[src/aetu_defs.vh]
`ifndef AETU_DEFS_VH
`define AETU_DEFS_VH

// ****************************************************************
// Register map of the plain register port.
// ****************************************************************
`define AETU_ADDR_CTRL3 4'h0
`define AETU_ADDR_CTRL 4'h1
`define AETU_ADDR_LTH 4'h2
`define AETU_ADDR_UTH 4'h3
`define AETU_ADDR_SETPOINT_VALUE 4'h4
`define AETU_ADDR_ERR 4'h5
`define AETU_ADDR_STAT 4'h6

// ****************************************************************
// Field positions.
// ****************************************************************
`define AETU_ERROR_SELECT_A_HI 6
`define AETU_ERROR_SELECT_A_LO 4
`define AETU_SOT_BIT 3
`define AETU_TMD_HI 2
`define AETU_TMD_LO 0
`define AETU_CTRL_GO 0
`define AETU_CTRL_CONTINUOUS_CONVERT 1
`define AETU_CTRL_DOUBLE_SAMPLE_ENABLE 2
`define AETU_CTRL_PREV_SAMPLE_SELECT 3

// ****************************************************************
// Reset values.
// ****************************************************************
`define AETU_CTRL3_RST 8'h00
`define AETU_CTRL_RST 8'h00
`define AETU_WORD_RST 16'h0000

// ****************************************************************
// Calculation and threshold mode codes.
// ****************************************************************
`define AETU_ERROR_SELECT_A_RES_PREV 3'h0
`define AETU_ERROR_SELECT_A_RES_SETPOINT_VALUE 3'h1
`define AETU_ERROR_SELECT_A_RES_FLT 3'h2
`define AETU_ERROR_SELECT_A_PREV_FLT 3'h4
`define AETU_ERROR_SELECT_A_FLT_SETPOINT_VALUE 3'h5
`define AETU_TMD_NEVER 3'h0
`define AETU_TMD_LT_L 3'h1
`define AETU_TMD_GE_L 3'h2
`define AETU_TMD_INSIDE 3'h3
`define AETU_TMD_OUTSIDE 3'h4
`define AETU_TMD_LE_U 3'h5
`define AETU_TMD_GT_U 3'h6
`define AETU_TMD_ALWAYS 3'h7

`endif

[src/aetu_error_threshold.v]
// The address-and-strobe port and the placing of the registers are this design's own decisions.
`timescale 1ns/1ps

`include "aetu_defs.vh"

module aetu_error_threshold #(
    parameter DW = 16
) (
    core_clk,
    sys_rst,
    reg_addr,
    reg_wdata,
    reg_wr,
    reg_rd,
    reg_rdata,
    conv_done,
    conversion_result,
    first_sample,
    second_sample,
    filtered_value,
    conv_go,
    retrigger,
    threshold_irq,
    error_value
);
    input wire core_clk;
    input wire sys_rst;
    input wire [3:0] reg_addr;
    input wire [DW-1:0] reg_wdata;
    input wire reg_wr;
    input wire reg_rd;
    output reg [DW-1:0] reg_rdata;
    input wire conv_done;
    input wire [DW-1:0] conversion_result;
    input wire [DW-1:0] first_sample;
    input wire [DW-1:0] second_sample;
    input wire [DW-1:0] filtered_value;
    output reg conv_go;
    output reg retrigger;
    output reg threshold_irq;
    output reg [DW-1:0] error_value;

    // ************************************************************
    // Register map and timing overview.
    // ************************************************************
    // Address 0 is control register three. Bit 7 always reads zero.
    // Bits 6 to 4 pick the error formula.
    // Bit 3 is the stop-on-threshold bit for continuous runs.
    // Bits 2 to 0 pick the threshold test that raises the interrupt.
    //
    // Address 1 is the main control register.
    // Bit 0 is the go bit; software sets it to arm a conversion.
    // Bit 1 selects continuous conversion.
    // Bit 2 selects double-sample capacitive mode.
    // Bit 3 is the previous-sample select.
    // Bits 7 to 4 always read zero.
    //
    // Address 2 holds the lower threshold, a signed word.
    // Address 3 holds the upper threshold, a signed word.
    // Address 4 holds the setpoint.
    // Address 5 shows the last error value and ignores writes.
    // Address 6 is status: bit 0 is a sticky interrupt-seen flag.
    // Writing a one to bit 0 clears the sticky flag.
    // Bit 1 of status mirrors the registered go output.
    // Every other address reads as zero and ignores writes.
    //
    // A completion pulse is only acted on while the go bit is set.
    // The error, interrupt and retrigger outputs appear one cycle later.
    // The registered go output trails the go bit by one more cycle.
    // Software that polls the go output must allow for that lag.
    //
    // Without continuous mode every accepted completion clears go.
    // With continuous mode and the stop bit set, go is cleared only
    // when the threshold test passes; otherwise a retrigger pulse
    // asks the converter for the next sample.
    // With continuous mode and the stop bit clear, hardware never
    // clears go, so software must clear it to end the run.
    //
    // A hardware clear of go beats a software write in the same
    // cycle. This costs software one extra write in a rare race,
    // but a stop decision taken by the threshold test is never lost.
    //
    // The sticky flag is set by a passing test and cleared by
    // software; if both happen in one cycle the set wins, so an
    // event that races the clear is still reported.
    //
    // All arithmetic wraps at the word width. Comparisons against the
    // thresholds treat both sides as two's complement values, so a
    // negative error sits below any non-negative threshold.
    //
    // Reserved formula codes give an error of zero. That keeps the
    // output defined, but the value carries no meaning.
    //
    // Read data is registered and stands only in the cycle after the
    // read strobe; it is zero in every other cycle.

    // ************************************************************
    // Arithmetic helper.
    // ************************************************************

    // Two's complement difference; wraps like the converter's own math.
    function [DW-1:0] diff;
        input [DW-1:0] a;
        input [DW-1:0] b;
        begin
            diff = a - b;
        end
    endfunction

    // ************************************************************
    // Control registers.
    // ************************************************************
    reg [7:0] ctrl3_q;
    reg [7:0] ctrl_q;
    reg [DW-1:0] lower_threshold_q;
    reg [DW-1:0] upper_threshold_q;
    reg [DW-1:0] setpoint_value_q;
    reg [DW-1:0] prev_result_q;
    reg irq_seen_q;

    wire [2:0] error_select_a;
    wire stop_on_threshold;
    wire [2:0] threshold_irq_mode;
    wire continuous_convert;
    wire double_sample_enable;
    wire prev_sample_select;

    assign error_select_a = ctrl3_q[`AETU_ERROR_SELECT_A_HI:`AETU_ERROR_SELECT_A_LO];
    assign stop_on_threshold = ctrl3_q[`AETU_SOT_BIT];
    assign threshold_irq_mode = ctrl3_q[`AETU_TMD_HI:`AETU_TMD_LO];
    assign continuous_convert = ctrl_q[`AETU_CTRL_CONTINUOUS_CONVERT];
    assign double_sample_enable = ctrl_q[`AETU_CTRL_DOUBLE_SAMPLE_ENABLE];
    assign prev_sample_select = ctrl_q[`AETU_CTRL_PREV_SAMPLE_SELECT];

    // ************************************************************
    // Error computation.
    // ************************************************************
    reg [DW-1:0] delta;
    reg [DW-1:0] err_d;

    // The difference term comes from the two samples in double-sample mode with the previous
    // select clear, otherwise from the stored last result.
    always @* begin
        if (double_sample_enable && !prev_sample_select) begin
            delta = diff(second_sample, first_sample);
        end else begin
            delta = diff(conversion_result, prev_result_q);
        end
    end

    // Reserved codes fall back to zero so the output is at least stable.
    always @* begin
        case (error_select_a)
            `AETU_ERROR_SELECT_A_RES_PREV: begin
                err_d = delta;
            end
            `AETU_ERROR_SELECT_A_RES_SETPOINT_VALUE: begin
                if (double_sample_enable) begin
                    err_d = diff(delta, setpoint_value_q);
                end else begin
                    err_d = diff(conversion_result, setpoint_value_q);
                end
            end
            `AETU_ERROR_SELECT_A_RES_FLT: begin
                if (double_sample_enable) begin
                    err_d = diff(delta, filtered_value);
                end else begin
                    err_d = diff(conversion_result, filtered_value);
                end
            end
            `AETU_ERROR_SELECT_A_PREV_FLT: begin
                err_d = diff(prev_result_q, filtered_value);
            end
            `AETU_ERROR_SELECT_A_FLT_SETPOINT_VALUE: begin
                err_d = diff(filtered_value, setpoint_value_q);
            end
            default: begin
                err_d = {DW{1'b0}};
            end
        endcase
    end

    // ************************************************************
    // Threshold test, signed comparison.
    // ************************************************************
    wire below_l;
    wire above_u;
    reg hit;

    assign below_l = $signed(err_d) < $signed(lower_threshold_q);
    assign above_u = $signed(err_d) > $signed(upper_threshold_q);

    always @* begin
        case (threshold_irq_mode)
            `AETU_TMD_NEVER: hit = 1'b0;
            `AETU_TMD_LT_L: hit = below_l;
            `AETU_TMD_GE_L: hit = !below_l;
            `AETU_TMD_INSIDE: begin
                hit = ($signed(err_d) > $signed(lower_threshold_q)) &&
                      ($signed(err_d) < $signed(upper_threshold_q));
            end
            `AETU_TMD_OUTSIDE: hit = below_l || above_u;
            `AETU_TMD_LE_U: hit = !above_u;
            `AETU_TMD_GT_U: hit = above_u;
            `AETU_TMD_ALWAYS: hit = 1'b1;
            default: hit = 1'b0;
        endcase
    end

    // ************************************************************
    // Register writes and conversion-completion handling.
    // ************************************************************

    // A completion that clears go in the same cycle as a software write to the control
    // register wins for the go bit, so a stop decision is never lost.
    always @(posedge core_clk) begin
        if (sys_rst) begin
            ctrl3_q <= `AETU_CTRL3_RST;
            ctrl_q <= `AETU_CTRL_RST;
            lower_threshold_q <= `AETU_WORD_RST;
            upper_threshold_q <= `AETU_WORD_RST;
            setpoint_value_q <= `AETU_WORD_RST;
            prev_result_q <= `AETU_WORD_RST;
            error_value <= `AETU_WORD_RST;
            threshold_irq <= 1'b0;
            irq_seen_q <= 1'b0;
            retrigger <= 1'b0;
            conv_go <= 1'b0;
        end else begin
            threshold_irq <= 1'b0;
            retrigger <= 1'b0;
            if (reg_wr) begin
                case (reg_addr)
                    `AETU_ADDR_CTRL3: ctrl3_q <= {1'b0, reg_wdata[6:0]};
                    `AETU_ADDR_CTRL: ctrl_q <= {4'h0, reg_wdata[3:0]};
                    `AETU_ADDR_LTH: lower_threshold_q <= reg_wdata;
                    `AETU_ADDR_UTH: upper_threshold_q <= reg_wdata;
                    `AETU_ADDR_SETPOINT_VALUE: setpoint_value_q <= reg_wdata;
                    `AETU_ADDR_STAT: begin
                        if (reg_wdata[0]) begin
                            irq_seen_q <= 1'b0;
                        end
                    end
                    default: begin
                    end
                endcase
            end
            if (conv_done && ctrl_q[`AETU_CTRL_GO]) begin
                error_value <= err_d;
                prev_result_q <= conversion_result;
                threshold_irq <= hit;
                if (hit) begin
                    irq_seen_q <= 1'b1;
                end
                if (continuous_convert) begin
                    if (stop_on_threshold && hit) begin
                        ctrl_q[`AETU_CTRL_GO] <= 1'b0;
                    end else begin
                        retrigger <= 1'b1;
                    end
                end else begin
                    ctrl_q[`AETU_CTRL_GO] <= 1'b0;
                end
            end
            conv_go <= ctrl_q[`AETU_CTRL_GO];
        end
    end

    // ************************************************************
    // Read port: data in the cycle after the read strobe.
    // ************************************************************
    always @(posedge core_clk) begin
        if (sys_rst) begin
            reg_rdata <= {DW{1'b0}};
        end else if (reg_rd) begin
            case (reg_addr)
                `AETU_ADDR_CTRL3: reg_rdata <= {{(DW-8){1'b0}}, ctrl3_q};
                `AETU_ADDR_CTRL: reg_rdata <= {{(DW-8){1'b0}}, ctrl_q};
                `AETU_ADDR_LTH: reg_rdata <= lower_threshold_q;
                `AETU_ADDR_UTH: reg_rdata <= upper_threshold_q;
                `AETU_ADDR_SETPOINT_VALUE: reg_rdata <= setpoint_value_q;
                `AETU_ADDR_ERR: reg_rdata <= error_value;
                `AETU_ADDR_STAT: begin
                    reg_rdata <= {{(DW-2){1'b0}}, conv_go, irq_seen_q};
                end
                default: reg_rdata <= {DW{1'b0}};
            endcase
        end else begin
            reg_rdata <= {DW{1'b0}};
        end
    end

endmodule // aetu_error_threshold

[config.mk]
export PLATFORM = sky130hd
export DESIGN_NAME = aetu_error_threshold
export DESIGN_NICKNAME = d
export VERILOG_FILES = /design/src/aetu_error_threshold.v
export VERILOG_INCLUDE_DIRS = /design/src
export SDC_FILE = /design/constraint.sdc
export NUM_CORES = 1
export LEC_CHECK = 0
export ABC_AREA = 1
export BUFFER_PORTS_ARGS = -buffer_cell sky130_fd_sc_hd__clkbuf_2
export CAP_MARGIN = 10
export CELL_PAD_IN_SITES_DETAIL_PLACEMENT = 0
export CELL_PAD_IN_SITES_GLOBAL_PLACEMENT = 2
export CORE_ASPECT_RATIO = 2
export CORE_MARGIN = 10
export CORE_UTILIZATION = 25
export CTS_CLUSTER_DIAMETER = 120
export DETAILED_ROUTE_END_ITERATION = 7
export GPL_TIMING_DRIVEN = 0
export HOLD_SLACK_MARGIN = 0.06
export PLACE_DENSITY = 0.73
export SYNTH_ARGS = -nofsm -noshare
export SYNTH_HDL_FRONTEND = slang
export SYNTH_SLANG_ARGS = --single-unit
[constraint.sdc]
create_clock -name core_clk -period 4.83 [get_ports core_clk]
set_clock_uncertainty 0.15 [all_clocks]
set_input_delay 0 -clock core_clk [delete_from_list [all_inputs] [get_ports core_clk]]
set_output_delay 0 -clock core_clk [all_outputs]
set_load 0.005 [all_outputs]
Word-level counts from Yosys, hierarchy flattened
Cells that the tools add are included.
{"block": "totals", "input_bits": 89, "reg_bits": 111, "out_inout_bits": 35}
{"block": "op_classes", "eq_ne": 17, "magnitude_cmp": 4, "n_bitwise": 3, "muxes": 17, "addsub": 8, "reduce_logical": 19}
{"operator": "16-bit subtractor", "n": 8}
{"operator": "16-bit one-hot mux with 7 select lines", "n": 1}
{"operator": "16-bit one-hot mux with 5 select lines", "n": 1}
{"operator": "16-bit two-way mux", "n": 3}
{"operator": "16-bit greater-than comparator", "n": 2}
{"operator": "16-bit less-than comparator", "n": 2}
{"operator": "3-bit equality test (second input constant)", "n": 6}
{"operator": "4-bit by 3-bit equality test with 1-bit output (second input constant)", "n": 3}
{"operator": "1-bit two-way mux", "n": 11}
{"operator": "2-bit AND reduction", "n": 5}
{"operator": "3-bit by 2-bit equality test with 1-bit output (second input constant)", "n": 3}
{"operator": "4-bit by 2-bit equality test with 1-bit output (second input constant)", "n": 2}
{"operator": "1-bit one-hot mux with 8 select lines", "n": 1}
{"operator": "3-bit by 1-bit equality test with 1-bit output (second input constant)", "n": 2}
{"operator": "3-bit zero test", "n": 2}
{"operator": "4-bit by 1-bit equality test with 1-bit output (second input constant)", "n": 1}
{"operator": "1-bit logical AND", "n": 4}
{"operator": "4-bit zero test", "n": 1}
{"operator": "2-bit OR reduction", "n": 2}
{"operator": "1-bit zero test", "n": 3}
{"operator": "1-bit inverter", "n": 3}
{"operator": "3-bit OR reduction", "n": 1}
{"operator": "1-bit logical OR", "n": 1}

Longest topological paths before layout
Gate-level depths: netlist of run 1.
{"block": "depth", "word_depth": 13, "depth_mapped": 42}

Least setup slack after synthesis of run 1
OpenSTA, ideal clock, no wires.
{"block": "synth_path", "path_kind": "flip-flop to flip-flop", "from": "register prev_result_q[0]", "to": "register retrigger", "n_path_buf": 0, "setup_slack_ns": 0.080, "required_time_ns": 4.602, "path_stages_with_launch": 35, "arrival_ns": 4.522, "path_cell_list": "dfxtp_1 ha_1 inv_1 fa_1 nand3_1 nand2_1 nand2_1 o211ai_2 or2_2 nand3_1 nand3_1 o211ai_1 o21ai_0 ha_1 nand2_1 nor2_1 a211oi_2 nand3_1 a31o_2 o21ai_0 a21oi_1 nand3b_2 ha_1 nand2_1 nor4_2 nand2_1 nand2_1 nand2_1 nand3_1 nand2_1 o21ai_1 nand3_1 nand2_1 nand2_1 nor3_1"}
{"block": "synth_between", "elab_chain_cells": 10, "elab_cells_between_ends": 19, "classes_between": "4 x add/sub; 4 x order compare; 6 x mux; 5 x reduce/logical"}
{"item": "from (decl)", "line": "aetu_error_threshold.v:118", "rtl": "reg [DW-1:0] prev_result_q;"}
{"item": "from (signal assigned)", "line": "aetu_error_threshold.v:223", "rtl": "prev_result_q <= `AETU_WORD_RST;"}
{"item": "from (signal assigned)", "line": "aetu_error_threshold.v:250", "rtl": "prev_result_q <= conversion_result;"}
{"item": "16-bit subtractor", "line": "aetu_error_threshold.v:106", "rtl": "diff = a - b;"}
{"item": "16-bit two-way mux", "line": "aetu_error_threshold.v:144", "rtl": "if (double_sample_enable && !prev_sample_select) begin"}
{"item": "16-bit subtractor", "line": "aetu_error_threshold.v:106"}
{"item": "16-bit two-way mux, on equally long branches", "line": "aetu_error_threshold.v:165, aetu_error_threshold.v:158"}
{"item": "16-bit one-hot mux with 5 select lines *", "line": "aetu_error_threshold.v:153", "rtl": "case (error_select_a)"}
{"item": "named net err_d[12]", "line": "aetu_error_threshold.v:139", "rtl": "reg [DW-1:0] err_d;"}
{"item": "16-bit greater-than comparator (tied with other cells)", "line": "aetu_error_threshold.v:191", "rtl": "assign above_u = $signed(err_d) > $signed(upper_threshold_q);"}
{"item": "1-bit zero test (tied with other cells)", "line": "aetu_error_threshold.v:203", "rtl": "`AETU_TMD_LE_U: hit = !above_u;"}
{"item": "1-bit one-hot mux with 8 select lines *", "line": "aetu_error_threshold.v:194", "rtl": "case (threshold_irq_mode)"}
{"item": "1-bit logical AND *", "line": "aetu_error_threshold.v:256", "rtl": "if (stop_on_threshold && hit) begin"}
{"item": "1-bit two-way mux *", "line": "aetu_error_threshold.v:256"}
{"item": "to (signal assigned)", "line": "aetu_error_threshold.v:227", "rtl": "retrigger <= 1'b0;"}
{"item": "to (signal assigned)", "line": "aetu_error_threshold.v:231", "rtl": "retrigger <= 1'b0;"}
{"item": "to (signal assigned)", "line": "aetu_error_threshold.v:259", "rtl": "retrigger <= 1'b1;"}
{"item": "to (decl)", "line": "aetu_error_threshold.v:39", "rtl": "output reg retrigger;"}
The timed path passes the listed nets; every way through them passes the cells marked *.
A chain may end at the register's enable or synchronous reset.

Worst setup path in the final report of run 1
Same ends and word-level chain as after synthesis.

==> flow_summary.toml, run 1 <==
[outcome]
status = "finished, violations left"
violations = "negative setup slack"

[clock_tree]
cts-root-buf = "clkbuf_16"
clock-sinks = 111
cts_buffers = 9
insertion_delay_ns = 0.38
cts_htree_levels = 3
clk_pin_slew_ns = 0.09
cts_tree = "yes"
clockBufferDepth = 2

[pwr]
p_per_area_nw_per_um2 = 229.6
swShare = 0.3745
totalPowerFinal_uw = 2781
seq_power_share = 0.337
p_leak_uw = 0.005197
ir_drop_uv = 143.4
power.internal_uw = 1739
switchingPower_uw = 1041
comb_power_share = 0.380
clockPowerShare = 0.283

[route]
first_pass_iters = 5
vias = 9799
drcViolationCount = 0
via_per_inst = 4.868
wl_per_cell_microns = 19.55
antenna_left = 0
wirelength_mm = 39.35
drt_iter0_drc = 422

[floorplanning]
die_area_sq_um = 44010
boundaryPins = 124
fp-row-count = 97
placeableCoreArea_sq_um = 35070
die_height_microns = 286.9
initial_utilization = 0.2538
fp.dieW_microns = 153.4

[cells_and_area]
mostFrequentLayoutCells = "nand2_1 (213), inv_1 (184), a21oi_1 (144), clkbuf_2 (126), o21ai_0 (114)"
syn_to_final_growth_pct = 36.06
antenna_cells = 0
layout.cells.non_filler = 2013
nets = 1748
drive_gt1_frac = 0.2532
fillers = 3791
final_common_cell = "nand2_1"

[sta]
fin_ws_ns = -0.5757
rsz0062_at_grt = "yes"
post-route-period-util = 1.119
report.final.setup_viol = 4
fmax_mhz = 185.0
slew_headroom = 0.3917
fin_crit_ns = 5.406
finalHoldViolations = 0
worst_pin_slew_ns = 0.9125
slew_viol_final = 0

[critical_path]
cpMostUsedCell = "nand2_2"
critPathMaxStageDelay_ns = 0.36
required_ns = 4.99
endpoint_kind = "flop"
crit_start = "prev_result_q[0]"
r2r_start = "prev_result_q[0]"
arrival_ns = 5.57
slowest_stage = "dfxtp_2"
crit_type = "flop to flop"
worstPathMaxFanout = 4
crit_path_start_kind = "flop"
r2r_slack_ns = -0.58

[hold_path]
hold_path_startpoint = "sys_rst"
hold_class = "primary input to flop"

[placed_design]
portBuffers = 122
hpwlAfterDp_mm = 32.59
dp.cells = 1895
place_congestion = 0.8894

[logic_synthesis]
synthArstFlopShare = 0
synth.top_cells.by_area = "dfxtp_1 (25%), ha_1 (13%), nand2_1 (9.9%)"
synth_edf_count = 0
syn_inst = 1328
yosysSeqAreaShare = 0.2496
ys_ff_latch = 111
synth.net_count = 1513
avgSynthCellArea_sq_um = 6.703
yosys.area.top_type = "dfxtp_1"
synth_area_sq_um = 8901
ys_warn_count = 0
yosysTopAreaCellShare = 0.2496
ys.flop_type = "dfxtp_1"
yosys.cell_types.count = 56

[grt]
grt_pass1_vias = 10110
antenna_found_initial = 0
grt_max_degree = 20
grt_pass1_wl_mm = 58.47
overflow = 0
grt_usage = 0.1726

[job]
drv_cap = 0
per-stage QoR:
stage | setup TNS (ns) | hold WS [ns] | util | setup WS [ns] | cell area (sq um)
after detailed placement | -6.016 | 0.1499 | 0.2871 | -1.569 | 10070
final | -2.143 | 0.05751 | 0.3453 | -0.5757 | 12110
after global routing | -3.178 | 0.09864 | 0.3453 | -0.8372 | 12110
after floorplan | 0 | 0.003792 | - | 0.07965 | 8901
after CTS | -2.959 | 0.06025 | 0.3204 | -0.7995 | 11240
after global placement | -6.047 | 0.1440 | 0.2871 | -1.598 | 10070
repair_timing:
item | 4_1_cts | 5_1_grt
resized for setup | 58 | 144
hold buffers | 41 | 0
setup buffers | 30 | 31
pin swaps | 33 | 81
setup endpoints to repair | 4 | 4
endpoints found under the hold margin | 82 | 0
Yosys cell counts (all sizes together), types with 12 or more instances:
cell type / n
a21oi: 163
a221oi: 12
inv: 198
o22ai: 25
o21ai: 173
nand3: 60
o211ai: 14
clkbuf: 35
nor3: 13
nand2: 241
ha: 92
dfxtp: 111
nor2: 99
cell type report:
| cell class | count | area, sq um | area share |
|---|---|---|---|
| Multi-Input combinational cell | 976 | 6603 | 0.5452 |
| Sequential cell | 111 | 2231 | 0.1842 |
| Inverter | 198 | 749.5 | 0.06189 |
| Clock inverter | 6 | 50.05 | 0.004133 |
| Clock buffer | 10 | 239.0 | 0.01973 |
| Tap cell | 445 | 556.8 | 0.04598 |
| Timing Repair Buffer | 224 | 1504 | 0.1242 |
| Buffer | 43 | 177.7 | 0.01467 |
worst paths after layout:
check | depth (start not counted) | endpoint
worst max-delay path | 35 | retrigger
worst min-delay path | 4 | reg_rdata[1]
worst max register to register | 35 | retrigger
worst min register to register | 2 | prev_result_q[10]
power groups by stage:
stage	logic, uW	clock network, uW	registers (uW)
after floorplan	527	0	957
after global placement	786	0	959
after detailed placement	789	0	959
after CTS	896	805	938
after global routing	1170	838	939
final	1060	786	937
cell families after synthesis:
| kind of cell | share of synthesized area |
|---|---|
| adder cells (fa/ha/maj) | 0.1383 |
| buffers and inverters | 0.1023 |
| XOR/XNOR | 0.01082 |
| multiplexers | 0.004498 |
| flip-flops | 0.2496 |
| AND/OR/NAND/NOR | 0.2166 |
| AO/OA/AOI/OAI | 0.2778 |
layer usage:
layer / vias up / track usage / share of wire
met2: 234 / 0.3713 / 0.60
met3: 65 / 0.02067 / 0.029
met4: 0 / 0.07207 / 0.038
met5: - / 0 / 0
li1: 4980 / - / -
met1: 4520 / 0.1508 / 0.34
state kept, by name, indices dropped and copies added (netlist names):
signal,flops
ctrl_q,4
threshold_irq,1
ctrl3_q,7
error_value,16
setpoint_value_q,16
lower_threshold_q,16
upper_threshold_q,16
reg_rdata,16
prev_result_q,16
irq_seen_q,1
conv_go,1
retrigger,1
critical path: cells and delay by family, from the launching register on:
kind | cells | cell delay (ns)
and+or+nand+nor | 14 | 1.33
DFF | 1 | 0.36
adders and majority gates | 4 | 1.12
AOI/OAI and AO/OA | 14 | 2.01
muxes | 1 | 0.24
buffers and inverters | 2 | 0.09
(Power assumes the default switching activity.)
==> inputs of run 2 (changes only) <==
- SETUP_SLACK_MARGIN: default -> 0.2
==> run 2 against run 1 <==
  * Power is 2.9% lower
  * Cell area is 4.0% lower
  * Global-route usage is 0.31 points lower
  * Die area stayed put
  * Critical endpoint is now ctrl_q[0]
  * Final cell count is 1.3% lower
  * Highest routed layer unchanged
  * Via count is 1.9% lower
  * Non-clock buffer count is 26 lower
  * The run still ends with negative setup slack left
  * Register-to-register slack worse by 0.13 ns
==> flow_summary.toml, run 2 (synthesized netlist as in run 1, its figures left out) <==
[route]
wirelength_mm = 39.06
drt_iter0_drc = 427
vias = 9617
via_per_inst = 4.840
antenna_left = 0
first_pass_iters = 5
wl_per_cell_microns = 19.66
drcViolationCount = 0

[cells_and_area]
mostFrequentLayoutCells = "nand2_1 (214), inv_1 (186), a21oi_1 (140), clkbuf_2 (124), o21ai_0 (123)"
drive_gt1_frac = 0.2213
fin_util = 0.3316
layout.cells.non_filler = 1987
fillers = 3858
syn_to_final_growth_pct = 30.67
regArea_sq_um = 2225
multi_input_area_sq_um = 6327
nets = 1722
final_common_cell = "nand2_1"

[critical_path]
arrival_ns = 5.69
slowest_stage = "nor4_4"
critical_path_buf_inv_count = 2
required_ns = 4.99
crit_type = "flop to flop"
cpLargestDelayFamily = "simple AND/OR/NAND/NOR gates"
crit_path_start_kind = "flop"
endpoint_kind = "flop"
worstPathMaxFanout = 5
critPathMaxStageDelay_ns = 0.43

[sta]
rsz0062_at_grt = "yes"
fin_crit_ns = 5.531
fmax_mhz = 180.8
finalHoldViolations = 0
report.final.setup_viol = 4
fin_ws_ns = -0.7014
post-route-period-util = 1.145
worst_pin_slew_ns = 0.9328
slew_viol_final = 0
slew_headroom = 0.3781

[grt]
grt_max_degree = 19
grt_pass1_wl_mm = 57.11
grt_pass1_vias = 9761
grt_usage = 0.1695
overflow = 0
antenna_found_initial = 1

[pwr]
p_per_area_nw_per_um2 = 232.2
power.internal_uw = 1712
p_leak_uw = 0.005008
ir_drop_uv = 143.5
seq_power_share = 0.347
swShare = 0.3663
clockPowerShare = 0.295
comb_power_share = 0.357
switchingPower_uw = 989.2

[floorplanning]
initial_utilization = 0.2538
boundaryPins = 124
fp-row-count = 97
fp.dieW_microns = 153.4
placeableCoreArea_sq_um = 35070
die_area_sq_um = 44010
die_height_microns = 286.9

[clock_tree]
cts_buffers = 9
cts-root-buf = "clkbuf_16"
clock-sinks = 111
clk_pin_slew_ns = 0.08
insertion_delay_ns = 0.37
cts_htree_levels = 3
clockBufferDepth = 2
cts_tree = "yes"

[placed_design]
place_congestion = 0.8926
hpwlAfterDp_mm = 32.80
portBuffers = 122
dp.cells = 1895

[hold_path]
hold_class = "primary input to flop"

[outcome]
status = "finished, violations left"
violations = "negative setup slack"

[job]
drv_cap = 0
run 2: cell count changes in the layout (fill, tap and decap cells not counted), moves of 3 or more:
cell	before	now
ha_1	71	78
a21oi_4	6	1
dfxtp_1	106	109
o21ai_0	114	123
a21oi_1	144	140
ha_4	20	12
a21oi_2	13	22
buf_4	61	33
nand2_4	6	3
o21ai_2	19	10
nor2_1	84	88
run 2: final timing paths:
| kind | startpoint | end | slack [ns] | depth (start not counted) |
|---|---|---|---|---|
| worst max register to register | prev_result_q[0] | ctrl_q[0] | -0.70 | 37 |
| worst min register to register | prev_result_q[11] | prev_result_q[11] | 0.33 | 2 |
| worst max-delay path | prev_result_q[0] | ctrl_q[0] | -0.70 | 37 |
| worst min-delay path | sys_rst | reg_rdata[3] | 0.08 | 4 |
run 2: power by group through the flow:
stage / Sequential, uW / Combinational, uW / Clock [uW]
2_1_floorplan: 957 / 538 / 0
3_3_place_gp: 959 / 803 / 0
3_5_place_dp: 959 / 808 / 0
4_1_cts: 938 / 893 / 823
5_1_grt: 940 / 1060 / 852
6_report: 938 / 965 / 798
run 2: repair_timing:
item	CTS	global route
endpoints found under the hold margin	82	0
resized for setup	56	75
pin swaps	34	63
hold buffers	43	0
endpoints found under the setup margin	4	4
buffers inserted	16	17
run 2: cell type report:
cell class,count,share of cell area
Antenna cell,1,0.0002151
Buffer,43,0.01506
Clock buffer,9,0.01936
Clock inverter,6,0.005917
Inverter,198,0.06444
Multi-Input combinational cell,976,0.5440
Sequential cell,111,0.1913
Tap cell,445,0.04787
Timing Repair Buffer,198,0.1119
run 2: layer usage:
| layer | vias up | wire, microns | track usage |
|---|---|---|---|
| met2 | 215 | 23570 | 0.3643 |
| li1 | 4928 | - | - |
| met1 | 4419 | 13170 | 0.1490 |
| met3 | 55 | 932 | 0.01828 |
| met4 | 0 | 1388 | 0.07231 |
| met5 | - | 0 | 0 |
run 2: through the flow:
stage / hold slack (ns) / setup slack (ns) / cell area, sq um / total power (uW) / TNS (ns)
after floorplan: 0.003792 / 0.2070 / 8962 / 1494 / 0
after global placement: 0.1302 / -1.602 / 10130 / 1762 / -6.083
after detailed placement: 0.1393 / -1.540 / 10130 / 1767 / -5.917
after CTS: 0.06948 / -0.8177 / 11220 / 2653 / -3.086
after global routing: 0.1208 / -0.9603 / 11630 / 2857 / -3.677
final: 0.08370 / -0.7014 / 11630 / 2701 / -2.676
run 2: worst register-to-register path: cells and delay by family (launching register included):
kind,cells,cell delay (ns)
AND/OR/NAND/NOR,17,1.90
adder cells (fa/ha/maj),4,1.11
multiplexers,1,0.18
buffers and inverters,2,0.12
AO/OA/AOI/OAI,13,1.69
flip-flops,1,0.34
==> inputs of run 3 (changes only) <==
- ABC_AREA: 1 -> default
- PLACE_DENSITY: 0.73 -> 0.71
- clock period: 4.83 -> 4.6 ns (I/O delays scaled with it)
==> run 3 against run 2 <==
  * Die area rose by 1.6%
  * Via count rose by 0.25%
  * Clock power rose by 3.0%
  * The run still ends with negative setup slack left
  * Final cell count fell by 3.6%
==> flow_summary.toml, run 3 <==
[outcome]
status = "finished, violations left"
violations = "negative setup slack"

[cells_and_area]
final_common_cell = "nand2_1"
final_area_sq_um = 11610
drive_gt1_frac = 0.1836
nets = 1645
syn_to_final_growth_pct = 28.21
multi_input_area_sq_um = 6546
layout.cells.non_filler = 1915
regArea_sq_um = 2230
fillers = 3974
mostFrequentLayoutCells = "nand2_1 (211), a21oi_1 (138), clkbuf_2 (126), dfxtp_1 (107), inv_1 (105)"
antenna_cells = 0
fin_util = 0.3243

[sta]
fin_crit_ns = 6.725
worst_pin_slew_ns = 1.203
post-route-period-util = 1.462
rsz0062_at_grt = "yes"
report.final.setup_viol = 7
whs_ns = 0.1148
slew_viol_final = 0
finalHoldViolations = 0
fin_ws_ns = -2.125
fmax_mhz = 148.7
slew_headroom = 0.1918

[route]
antenna_left = 0
vias = 9641
drt_iter0_drc = 484
wl_per_cell_microns = 20.90
drcViolationCount = 0
wirelength_mm = 40.03
first_pass_iters = 6
via_per_inst = 5.034

[critical_path]
arrival_ns = 6.86
crit_path_start_kind = "flop"
critPathMaxStageDelay_ns = 0.40
endpoint_kind = "flop"
required_ns = 4.73
worstPathMaxFanout = 5
slowest_stage = "ha_1"
crit_type = "flop to flop"

[logic_synthesis]
yosys.cell_types.count = 72
synth.net_count = 1440
yosys.area.top_type = "dfxtp_1"
syn_inst = 1255
synthMostInstantiatedCell = "nand2_1"
ys.flop_type = "dfxtp_1"
yosysTopAreaCellShare = 0.2453
synth_common_cells = "nand2_1 (215), a21oi_1 (149), dfxtp_1 (111)"
yosysSeqAreaShare = 0.2453
synth.top_cells.by_area = "dfxtp_1 (25%), ha_1 (13%), nand2_1 (8.9%)"
synth_area_sq_um = 9057
synthArstFlopShare = 0
ys_warn_count = 0
ys_ff_latch = 111
avgSynthCellArea_sq_um = 7.217
synth_edf_count = 0

[pwr]
comb_power_share = 0.314
clockPowerShare = 0.313
p_per_area_nw_per_um2 = 225.9
switchingPower_uw = 924.9
seq_power_share = 0.372
swShare = 0.3526
p_leak_uw = 0.004589
power.internal_uw = 1698
ir_drop_uv = 153.0

[floorplanning]
initial_utilization = 0.2530
die_height_microns = 289.2
fp-row-count = 98
boundaryPins = 124
die_area_sq_um = 44700
placeableCoreArea_sq_um = 35800
fp.dieW_microns = 154.6

[clock_tree]
cts_tree = "yes"
cts_buffers = 9
clockBufferDepth = 2
clock-sinks = 111
clk_pin_slew_ns = 0.09
cts-root-buf = "clkbuf_16"
cts_htree_levels = 3
insertion_delay_ns = 0.38

[grt]
grt_pass1_vias = 10310
grt_pass1_wl_mm = 59.83
grt_usage = 0.1755
overflow = 0
antenna_found_initial = 0
grt_max_degree = 21

[hold_path]
hold_class = "primary input to flop"

[placed_design]
dp.cells = 1825
portBuffers = 120
place_congestion = 0.9099
dpl_cell_area_sq_um = 10260
hpwlAfterDp_mm = 33.66

[job]
drv_cap = 0
## run 3: cell families (layout without fill, tap and decap cells)
| kind of cell | Yosys count | count (layout) | synth area share |
|---|---|---|---|
| AO/OA/AOI/OAI | 393 | 393 | 0.2739 |
| XOR/XNOR | 47 | 47 | 0.04545 |
| adder cells (fa/ha/maj) | 96 | 96 | 0.1359 |
| buffers and inverters | 168 | 378 | 0.07017 |
| flip-flops | 111 | 111 | 0.2453 |
| multiplexers | 21 | 21 | 0.02376 |
| AND/OR/NAND/NOR | 419 | 419 | 0.2054 |
## run 3: worst paths after layout
check / from / to / slack (ns) / cells past startpoint
setup / recovery: prev_result_q[2] / irq_seen_q / -2.13 / 32
hold / removal: reg_wr / ctrl_q[1] / 0.11 / 4
hold reg to reg: prev_result_q[13] / prev_result_q[13] / 0.31 / 2
setup reg to reg: prev_result_q[2] / irq_seen_q / -2.13 / 32
## run 3: per-stage QoR
step / setup TNS [ns] / total power [uW] / setup slack (ns)
finish: -10.55 / 2623 / -2.125
floorplan: -4.926 / 1477 / -1.306
CTS: -10.83 / 2620 / -2.176
detailed placement: -17.59 / 1717 / -3.133
global route: -12.97 / 2759 / -2.395
global placement: -17.36 / 1713 / -3.136
## run 3: final cells by class
class / count / area share
multi-input cells: 976 / 0.5637
flip-flops and latches: 111 / 0.1920
repair buffers: 194 / 0.1136
well taps: 450 / 0.04849
inverters: 107 / 0.03459
plain buffers: 61 / 0.02252
clock buffers: 9 / 0.01939
clock inverters: 7 / 0.005711
## run 3: power by group through the flow
stage                     combinational [uW]  sequential (uW)  clock, uW
final                                    825              977        822
after global routing                     909              978        872
after floorplan                          481              996          0
after CTS                                803              977        841
after detailed placement                 717             1000          0
after global placement                   713             1000          0
## run 3: what timing repair did
action | in CTS | in global routing
resized for setup | 87 | 27
hold endpoints to repair | 80 | 0
pin swaps | 30 | 20
setup endpoints to repair | 16 | 14
hold buffers | 38 | 0
setup buffers | 32 | 4
## run 3: critical path: cells and delay by family (launching register included)
kind	cells	cell delay [ns]
DFF	1	0.33
buffers and inverters	1	0.06
xor gates and xnor gates	2	0.28
AOI/OAI and AO/OA	17	3.16
and+or+nand+nor	9	1.54
adders and majority gates	3	1.06
## run 3: metal layers
layer / wire length (microns) / track usage / up-vias
met5: 0 / 0 / -
met4: 2118 / 0.09839 / 0
met3: 1089 / 0.02035 / 81
met2: 23350 / 0.3647 / 238
li1: - / - / 4821
met1: 13470 / 0.1548 / 4501
